`src/logic/plc_defines.svh`:
```
`ifndef PLC_DEFINES_SVH
`define PLC_DEFINES_SVH

// ---------------------------------------------------------------
// register offsets
// ---------------------------------------------------------------
`define PLC_ADDR_PLL_CONTROL_REG 8'h00
`define PLC_ADDR_CFG 8'h01
`define PLC_ADDR_STAT 8'h02
`define PLC_ADDR_IRQ_STAT 8'h03
`define PLC_ADDR_IRQ_MASK 8'h04

// ---------------------------------------------------------------
// field positions
// ---------------------------------------------------------------
`define PLC_PLL_CONTROL_REG_IRQ_EN 7
`define PLC_PLL_CONTROL_REG_FLAG 6
`define PLC_PLL_CONTROL_REG_PLL_ON 5
`define PLC_PLL_CONTROL_REG_BCS 4
`define PLC_CFG_OSC_STOP 0
`define PLC_CFG_AUTO 1
`define PLC_STAT_LOCK 0
`define PLC_STAT_MODE_LO 1
`define PLC_STAT_BREAK 4
`define PLC_IRQ_PLL 0
`define PLC_IRQ_STOP_EXIT 1

// ---------------------------------------------------------------
// reset values
// ---------------------------------------------------------------
`define PLC_RST_BIT 1'h0
`define PLC_RST_MASK 2'h0
`define PLC_RST_DATA 8'h00

`endif

```
`src/logic/plc_pkg.sv`:
```
package plc_pkg;

	typedef enum logic [2:0] {
		MODE_RUN = 3'h1,
		MODE_WAIT = 3'h2,
		MODE_STOP = 3'h4
	} plc_mode_type;

	typedef struct packed {
		logic prev;
		logic half;
	} plc_div_state_type;

endpackage

```
`src/logic/plc_div_if.sv`:
```
`timescale 1ns/1ps
interface plc_div_if;
	logic src;
	logic run;
	logic half;
	modport div (input src, input run, output half);
	modport user (output src, output run, input half);
endinterface

```
`src/logic/plc_div2.sv`:
```
`timescale 1ns/1ps
`include "plc_defines.svh"
// halves a clock that arrives as a sampled level; held low while not running
module plc_div2 (
	input wire logic clk_i,
	input wire logic rst_n,
	plc_div_if.div port
);
	plc_pkg::plc_div_state_type st;
	plc_pkg::plc_div_state_type next_st;

	always_comb begin
		next_st = st;
		next_st.prev = port.src;
		if (!port.run) begin
			next_st.half = `PLC_RST_BIT;
		end else if (port.src && !st.prev) begin
			next_st.half = ~st.half;
		end
	end

	always_ff @(posedge clk_i or negedge rst_n) begin
		if (!rst_n) begin
			st <= '0;
		end else begin
			st <= next_st;
		end
	end

	assign port.half = st.half;
endmodule // plc_div2

```
`src/logic/plc_top.sv`:
```
// How it works
// - wait leaves oscillator, PLL, selection unchanged
// - deselected but enabled PLL keeps running in wait
// - stop without osc enable gates clocks, enables and clockgen irq low
// - stop entry clears VCO source select
// - after stop, crystal half drives main output
// - osc-in-stop enabled: only PLL turns off
// - flag cleared in break stays cleared
// - break without clear enable protects PLL flag
// - auto mode flags every lock change; else zero
// - select bit picks VCO half or crystal half
//
// The placing of the registers and strobed register access were decided locally.
`timescale 1ns/1ps
`include "plc_defines.svh"
module plc_top (
	input wire logic clk_i,
	input wire logic resetn_i,
	input wire logic [7:0] addr_i,
	input wire logic [7:0] wdata_i,
	input wire logic wr_i,
	input wire logic rd_i,
	output logic [7:0] rdata_o,
	input wire logic wait_i,
	input wire logic stop_i,
	input wire logic break_i,
	input wire logic break_clear_enable_i,
	input wire logic pll_lock_i,
	input wire logic crystal_clk_i,
	input wire logic vco_clock_i,
	output logic osc_enable_o,
	output logic pll_enable_o,
	output logic crystal_clock_out_o,
	output logic main_clock_out_o,
	output logic clockgen_irq_out_o,
	output logic irq_o
);
	// ---------------------------------------------------------------
	// reset release
	// ---------------------------------------------------------------
	logic [1:0] rst_sync;
	logic rst_n;

	always_ff @(posedge clk_i or negedge resetn_i) begin
		if (!resetn_i) begin
			rst_sync <= 2'h0;
		end else begin
			rst_sync <= {rst_sync[0], 1'h1};
		end
	end
	assign rst_n = rst_sync[1];

	// ---------------------------------------------------------------
	// state
	// ---------------------------------------------------------------
	typedef struct packed {
		plc_pkg::plc_mode_type mode;
		logic irq_en;
		logic flag;
		logic pll_on;
		logic base_clock_source_select;
		logic osc_in_stop;
		logic cfg_done;
		logic auto_bw;
		logic lock_prev;
		logic stop_exit;
		logic [1:0] mask;
		logic xtal_out;
		logic main_out;
		logic cg_irq;
		logic [7:0] rdata;
	} plc_state_type;

	plc_state_type st;
	plc_state_type next_st;

	plc_div_if xtal_div ();
	plc_div_if vco_div ();

	logic gated_off;
	logic stop_entry;
	logic lock_event;
	logic clear_ok;
	logic wr_pll_control_reg;
	logic wr_irq;
	logic [7:0] pll_control_reg_rd;
	logic [7:0] cfg_rd;
	logic [7:0] stat_rd;
	logic [1:0] irq_stat;

	// oscillator dark only in stop without osc enable
	assign gated_off = (st.mode == plc_pkg::MODE_STOP) && !st.osc_in_stop;
	// stop and wait are plain synchronous levels from the core logic
	assign stop_entry = stop_i && (st.mode != plc_pkg::MODE_STOP);
	assign lock_event = st.auto_bw && (pll_lock_i != st.lock_prev);
	// break with clear enable low makes every flag clear a no-op
	assign clear_ok = !break_i || break_clear_enable_i;
	assign wr_pll_control_reg = wr_i && (addr_i == `PLC_ADDR_PLL_CONTROL_REG);
	assign wr_irq = wr_i && (addr_i == `PLC_ADDR_IRQ_STAT);
	assign irq_stat = {st.stop_exit, st.flag};

	// wait does not touch any of these terms
	assign osc_enable_o = !gated_off;
	assign pll_enable_o = st.pll_on && (st.mode != plc_pkg::MODE_STOP);

	assign xtal_div.src = crystal_clk_i;
	assign xtal_div.run = !gated_off;
	assign vco_div.src = vco_clock_i;
	assign vco_div.run = pll_enable_o;

	plc_div2 u_xtal_div (
		.clk_i(clk_i),
		.rst_n(rst_n),
		.port(xtal_div.div)
	);

	plc_div2 u_vco_div (
		.clk_i(clk_i),
		.rst_n(rst_n),
		.port(vco_div.div)
	);

	always_comb begin
		pll_control_reg_rd = 8'h00;
		pll_control_reg_rd[`PLC_PLL_CONTROL_REG_IRQ_EN] = st.irq_en;
		pll_control_reg_rd[`PLC_PLL_CONTROL_REG_FLAG] = st.flag;
		pll_control_reg_rd[`PLC_PLL_CONTROL_REG_PLL_ON] = st.pll_on;
		pll_control_reg_rd[`PLC_PLL_CONTROL_REG_BCS] = st.base_clock_source_select;
		cfg_rd = 8'h00;
		cfg_rd[`PLC_CFG_OSC_STOP] = st.osc_in_stop;
		cfg_rd[`PLC_CFG_AUTO] = st.auto_bw;
		stat_rd = 8'h00;
		stat_rd[`PLC_STAT_LOCK] = st.auto_bw && pll_lock_i;
		stat_rd[`PLC_STAT_MODE_LO +: 3] = st.mode;
		stat_rd[`PLC_STAT_BREAK] = break_i;
	end

	// ---------------------------------------------------------------
	// next state
	// ---------------------------------------------------------------
	always_comb begin
		next_st = st;
		next_st.lock_prev = pll_lock_i;
		case (st.mode)
			plc_pkg::MODE_RUN: begin
				if (stop_i) begin
					next_st.mode = plc_pkg::MODE_STOP;
				end else if (wait_i) begin
					next_st.mode = plc_pkg::MODE_WAIT;
				end
			end
			plc_pkg::MODE_WAIT: begin
				if (stop_i) begin
					next_st.mode = plc_pkg::MODE_STOP;
				end else if (!wait_i) begin
					next_st.mode = plc_pkg::MODE_RUN;
				end
			end
			plc_pkg::MODE_STOP: begin
				if (!stop_i) begin
					next_st.mode = wait_i ? plc_pkg::MODE_WAIT : plc_pkg::MODE_RUN;
				end
			end
			default: begin
				next_st.mode = plc_pkg::MODE_RUN;
			end
		endcase
		if (wr_pll_control_reg) begin
			next_st.irq_en = wdata_i[`PLC_PLL_CONTROL_REG_IRQ_EN];
			next_st.pll_on = wdata_i[`PLC_PLL_CONTROL_REG_PLL_ON];
			next_st.base_clock_source_select = wdata_i[`PLC_PLL_CONTROL_REG_BCS];
		end
		// stop entry and stop force the crystal half; bcs stays low until written outside stop
		if (stop_entry || st.mode == plc_pkg::MODE_STOP) begin
			next_st.base_clock_source_select = `PLC_RST_BIT;
		end
		if (wr_i && addr_i == `PLC_ADDR_CFG) begin
			next_st.auto_bw = wdata_i[`PLC_CFG_AUTO];
			if (!st.cfg_done) begin
				next_st.osc_in_stop = wdata_i[`PLC_CFG_OSC_STOP];
				next_st.cfg_done = 1'h1;
			end
		end
		if (wr_i && addr_i == `PLC_ADDR_IRQ_MASK) begin
			next_st.mask = wdata_i[1:0];
		end
		// clears first, so a same-cycle event wins; a done clear is kept
		if (clear_ok && ((wr_pll_control_reg && wdata_i[`PLC_PLL_CONTROL_REG_FLAG]) ||
			(wr_irq && wdata_i[`PLC_IRQ_PLL]))) begin
			next_st.flag = `PLC_RST_BIT;
		end
		if (clear_ok && wr_irq && wdata_i[`PLC_IRQ_STOP_EXIT]) begin
			next_st.stop_exit = `PLC_RST_BIT;
		end
		if (lock_event) begin
			next_st.flag = 1'h1;
		end
		if (!st.auto_bw) begin
			next_st.flag = `PLC_RST_BIT;
		end
		if (st.mode == plc_pkg::MODE_STOP && !stop_i) begin
			next_st.stop_exit = 1'h1;
		end
		next_st.xtal_out = crystal_clk_i && !gated_off;
		next_st.main_out = gated_off ? 1'h0 : (st.base_clock_source_select ? vco_div.half : xtal_div.half);
		next_st.cg_irq = st.flag && st.irq_en && !gated_off;
		next_st.rdata = `PLC_RST_DATA;
		if (rd_i) begin
			case (addr_i)
				`PLC_ADDR_PLL_CONTROL_REG: next_st.rdata = pll_control_reg_rd;
				`PLC_ADDR_CFG: next_st.rdata = cfg_rd;
				`PLC_ADDR_STAT: next_st.rdata = stat_rd;
				`PLC_ADDR_IRQ_STAT: next_st.rdata = {6'h00, irq_stat};
				`PLC_ADDR_IRQ_MASK: next_st.rdata = {6'h00, st.mask};
				default: next_st.rdata = `PLC_RST_DATA;
			endcase
		end
	end

	always_ff @(posedge clk_i or negedge rst_n) begin
		if (!rst_n) begin
			st <= '0;
			st.mode <= plc_pkg::MODE_RUN;
		end else begin
			st <= next_st;
		end
	end

	assign rdata_o = st.rdata;
	assign crystal_clock_out_o = st.xtal_out;
	assign main_clock_out_o = st.main_out;
	assign clockgen_irq_out_o = st.cg_irq;
	assign irq_o = |(irq_stat & st.mask);
endmodule // plc_top

```
`config.mk`:
```
export PLATFORM = sky130hd
export DESIGN_NAME = plc_top
export DESIGN_NICKNAME = d
export VERILOG_FILES = /design/src/logic/plc_pkg.sv /design/src/logic/plc_div_if.sv /design/src/logic/plc_div2.sv /design/src/logic/plc_top.sv
export VERILOG_INCLUDE_DIRS = /design/src /design/src/logic
export SDC_FILE = /design/constraint.sdc
export NUM_CORES = 1
export LEC_CHECK = 0
export BUFFER_PORTS_ARGS = -buffer_cell sky130_fd_sc_hd__buf_2
export CAP_MARGIN = 0
export CELL_PAD_IN_SITES_DETAIL_PLACEMENT = 0
export CELL_PAD_IN_SITES_GLOBAL_PLACEMENT = 1
export CORE_MARGIN = 2
export CORE_UTILIZATION = 40
export CTS_BUF_LIST = sky130_fd_sc_hd__clkbuf_2 sky130_fd_sc_hd__clkbuf_4 sky130_fd_sc_hd__clkbuf_8
export CTS_CLUSTER_SIZE = 30
export DETAILED_ROUTE_END_ITERATION = 10
export GPL_TIMING_DRIVEN = 0
export PLACE_DENSITY_LB_ADDON = 0.2
export SYNTH_ARGS = -nofsm -noshare
export SYNTH_HDL_FRONTEND = slang
export SYNTH_SLANG_ARGS = --single-unit
```
`constraint.sdc`:
```
create_clock -name clk_i -period 1 [get_ports clk_i]
set_input_delay 0.05 -clock clk_i [delete_from_list [all_inputs] [get_ports clk_i]]
set_output_delay 0.05 -clock clk_i [all_outputs]
set_load 0.02 [all_outputs]
```
# [After elaboration in Yosys (flattened, before gate mapping)]
# Cells that the tools add are included.
[word_totals] regBits=31 latchBits=0 ram_bits=0 rom_bits=0 in_bits=27 output_inout_bits=14 word_cells=96 n_memories=0
[classes] addsub=0 multipliers=0 div_mod_pow=0 n_lt_le_gt_ge=0 eq_ne=14 shift=0 muxes=22 bitwise=4 n_reduce_logical=36
[op_table] cell="$pmux 8 s5" n=1
[op_table] cell="$logic_and 1x1->1" n=20
[op_table] cell="$eq 8x2->1 const B" n=2
[op_table] cell="$mux 3" n=5
[op_table] cell="$mux 1" n=13
[op_table] cell="$ne 3x3->1 const B" n=3
[op_table] cell="$pmux 3 s3" n=1
[op_table] cell="$eq 8x1->1 const B" n=1
[op_table] cell="$eq 8x3->1 const B" n=1
[op_table] cell="$logic_not 8->1" n=1
[op_table] cell="$mux 8" n=1
[op_table] cell="$logic_not 1->1" n=6
[op_table] cell="$reduce_bool 2->1" n=3
[op_table] cell="$ne 2x2->1 const B" n=2
[op_table] cell="$eq 3x1->1 const B" n=1
[op_table] cell="$eq 3x2->1 const B" n=1
[op_table] cell="$eq 3x3->1 const B" n=1
[op_table] cell="$logic_or 1x1->1" n=3
[op_table] cell="$ne 3x1->1 const B" n=1
[op_table] cell="$not 1->1" n=3
[op_table] cell="$reduce_and 3->1" n=1
[op_table] cell="$and 2x2->2" n=1
[op_table] cell="$mux 2" n=1
[op_table] cell="$reduce_and 2->1" n=1
[op_table] cell="2 further kinds" n=2

# [Logic depth before layout (Yosys ltp)]
[logic_depth] word_depth=8 mapped_depth=5 mapped_depth_nobuf=4

# [By module]
# A second synthesis with hierarchy kept.
[unflattened] cells_unflattened=124 area_unflattened_um2=1430.1
[modules_own_cells] mod="plc_top" instances=1 cells_each=112 area_each_um2=1277.5 seq_area_each_um2=676.9
[modules_own_cells] mod="plc_div2" instances=2 cells_each=6 area_each_um2=76.3 seq_area_each_um2=50.0

# [Worst setup path before layout]
# OpenSTA, ideal clock, no wires.
[synth_path] path_type="input port to flip-flop" start="in addr_i[5]" end="reg st[11] in the netlist's numbering" setup_ps=128 arrival_ps=1099 required_ps=872 path_slack_ps=-227 cell_stages=3 path_buffers=0 cell_sequence="or4_4 > nor3_2 > mux2_1"
[synth_via] elab_chain_len=2
[synth_rtl] item="start, declared" line="plc_top.sv:19" source="input wire logic [7:0] addr_i,"
[synth_rtl] item="$eq 8x3->1"
[synth_rtl] item="$logic_and 1x1->1 (no source line)"
[synth_rtl] item="end signal, assigned" line="plc_top.sv:225" source="st <= next_st;"
[synth_rtl] item="end, declared" line="plc_top.sv:74" source="plc_state_type st;"
# Every way passes these cells.
# A chain may end at the register's enable or synchronous reset.

# [Worst setup path in the final report]
[layout_path] start="reg st[22] in the netlist's numbering" end="out pll_enable_o"
[layout_via] elab_chain_len=2
[layout_rtl] item="$ne 3x3->1" line="plc_top.sv:104" source="assign pll_enable_o = st.pll_on && (st.mode != plc_pkg::MODE_STOP);"
[layout_rtl] item="$logic_and 1x1->1" line="plc_top.sv:104"
[layout_rtl] item="end, declared" line="plc_top.sv:32" source="output logic pll_enable_o,"
# Every way passes these cells.

==> impl_metrics.json <==
{
  "rows": 21,
  "via_per_inst": 4.89,
  "synth-edff-count": 0,
  "post-route-min-period_ps": 1330,
  "drt_iter0_markers": 35,
  "dp.cells": 204,
  "drc": 0,
  "path_max_fanout": 4,
  "grtUsageTotal": 0.180,
  "wl_met3_um": 159,
  "outcome": "finished with violations",
  "die-area_um2": 3920,
  "dp_slack_ps": -429,
  "critPathKind": "flop to output pin",
  "synthesis.instances": 122,
  "numCtsBuffers": 5,
  "synth_area_leaders": "dfrtp_1, mux2_1, buf_4",
  "hold_viol_final": 0,
  "ys_warn_count": 0,
  "slew_headroom": 0.591,
  "power.density_nw_per_um2": 1550,
  "routed_wirelength_um": 3180,
  "setup_slack_ps": -331,
  "cap_violations": 0,
  "antenna_found_initial": 0,
  "cts_buffer_depth": 2,
  "yosysSeqAreaShare": 0.566,
  "drive_gt1_frac": 0.453,
  "violations": "negative setup slack",
  "antennaDiodeCount": 0,
  "end_kind": "output pin",
  "yosys_register_bits": 31,
  "hpwl_um": 2170,
  "final_util": 0.608,
  "static-leakage-power_nw": 0.959,
  "yosysTopAreaCellShare": 0.546,
  "avgSynthCellArea_um2": 11.3,
  "synthArstFlopShare": 1.00,
  "finalSetupViolCount": 16,
  "instances_no_fill": 227,
  "synth_ff_type": "dfrtp_1",
  "place.gp.congestion": 0.750,
  "syn-num-nets": 149,
  "critPathRequiredTime_ps": 950,
  "die_h_um": 62.6,
  "drt_pass1_iterations": 4,
  "maxSlewViolCount": 0,
  "start_util": 0.415,
  "syn_area_um2": 1370,
  "top_layer_used": "met4",
  "die_x_um": 62.6,
  "h-tree-depth": 2,
  "cts-root-buf": "clkbuf_4",
  "most-common-layout-cells": "dfrtp_1, buf_2, buf_6",
  "antenna_left": 0,
  "wl_met1_um": 1320,
  "tns_ps": -1860,
  "route.met2.wl_um": 1650,
  "rsz0062_at_grt": "yes",
  "yosys.area.top_type": "dfrtp_1",
  "holdWs_ps": 25.0,
  "min_path_type": "input port to async pin",
  "nFillCells": 293,
  "cts_sinks": 31,
  "final_area_um2": 2010,
  "clk_pin_slew_worst_paths_ps": 90,
  "vdd_drop_max_v": 0.000914,
  "fin_skew_ps": 6.84,
  "area_delta_synth_final_pct": 46.5,
  "finalCritPeriodShare": 1.33,
  "grt_remaining_overflow": 0,
  "wl_per_cell_um": 14.0,
  "postPlaceCellArea_um2": 1640,
  "grt_pass1_wl_um": 5310,
  "timing.fmax_ghz": 0.751,
  "worst_pin_slew_ps": 613,
  "synth_cell_types": 35,
  "grt_max_degree": 30,
  "insertion_delay_ps": 330,
  "io_buffer_count": 36,
  "power_mw": 3.11,
  "start_kind": "flop",
  "core_um2": 3310,
  "final_common_cell": "dfrtp_1",
  "dr_total_vias": 1111,
  "cp.arrival_ps": 1280,
  "io_pins": 41,
  "grt_pass1_vias": 1154,
  "cts_tree": "done",
  "nets": 207
}
==> sequential cells by signal, indices dropped and copies added, names as in the netlist <==
signal / flops
u_xtal_div.port.half: 1
clockgen_irq_out_o: 1
cfg_rd: 2
u_vco_div.st: 1
main_clock_out_o: 1
rst_sync: 2
u_vco_div.port.half: 1
pll_control_reg_rd: 3
crystal_clock_out_o: 1
st: 7
u_xtal_div.st: 1
irq_stat: 2
rdata_o: 8
==> report_power, final <==
| part | switching [mW] | internal (mW) |
|---|---|---|
| Clock | 0.426 | 0.261 |
| Sequential | 0.154 | 1.41 |
| Combinational | 0.400 | 0.461 |
==> kinds of logic after synthesis <==
kind of cell	after synthesis	share of synthesized area
simple gates	48	0.201
flops	31	0.566
compound gates	14	0.0647
buf+inv	14	0.0619
mux	10	0.0783
xor+xnor	4	0.0255
other cells	1	0.00273
==> cell type report <==
class / count / area, um2 / area share
Inverter: 3 / 11.3 / 0.00559
Sequential cell: 31 / 779 / 0.387
Buffer: 3 / 15.0 / 0.00746
Clock inverter: 3 / 15.0 / 0.00746
Tap cell: 46 / 57.6 / 0.0286
Timing Repair Buffer: 59 / 487 / 0.242
Multi-Input combinational cell: 77 / 611 / 0.303
Clock buffer: 5 / 37.5 / 0.0186
==> cells in the mapped netlist, types with 4 or more instances <==
cell type,count
nand2_1,7
buf_4,8
o21ai_0,4
dfrtp_1,30
nor2_1,12
mux2i_1,4
mux2_1,6
nand3b_1,4
==> metal layers <==
layer,global-route usage,up-vias
met3,0.0613,5
met2,0.306,25
met1,0.211,551
met5,0,-
li1,-,530
met4,0.0667,0
==> final timing paths <==
check                                      start                                 to  slack [ps]  depth (start not counted)
max in group asynchronous  rst_sync[1]$_DFF_PN0_              cfg_rd[0]$_DFFE_PN0P_         280                          0
hold reg to reg            rst_sync[1]$_DFF_PN0_  pll_control_reg_rd[4]$_DFFE_PN0P_         280                          0
min in group clk_i                     addr_i[2]               rdata_o[1]$_DFF_PN0_          40                          2
hold / removal                          resetn_i              rst_sync[0]$_DFF_PN0_          20                          2
setup reg to reg              st[23]$_DFFE_PN0P_            irq_stat[1]$_DFFE_PN0P_        -230                          7
setup / recovery              st[22]$_DFFE_PN1P_                       pll_enable_o        -330                          4
==> worst max-delay path, cell delays in order, from the launching register on <==
cell and delay, ps:
dfstp_2 570, nor2_4 50, nand2_4 90, and2_4 140, buf_6 110
==> repair_timing <==
action	in CTS	in global routing
hold buffers	12	0
endpoints found under the hold margin	20	0
setup endpoints to repair	52	20
pin swaps	8	17
gates resized for setup	38	19
setup buffers	7	7
Power figures use the tool's default switching activity.
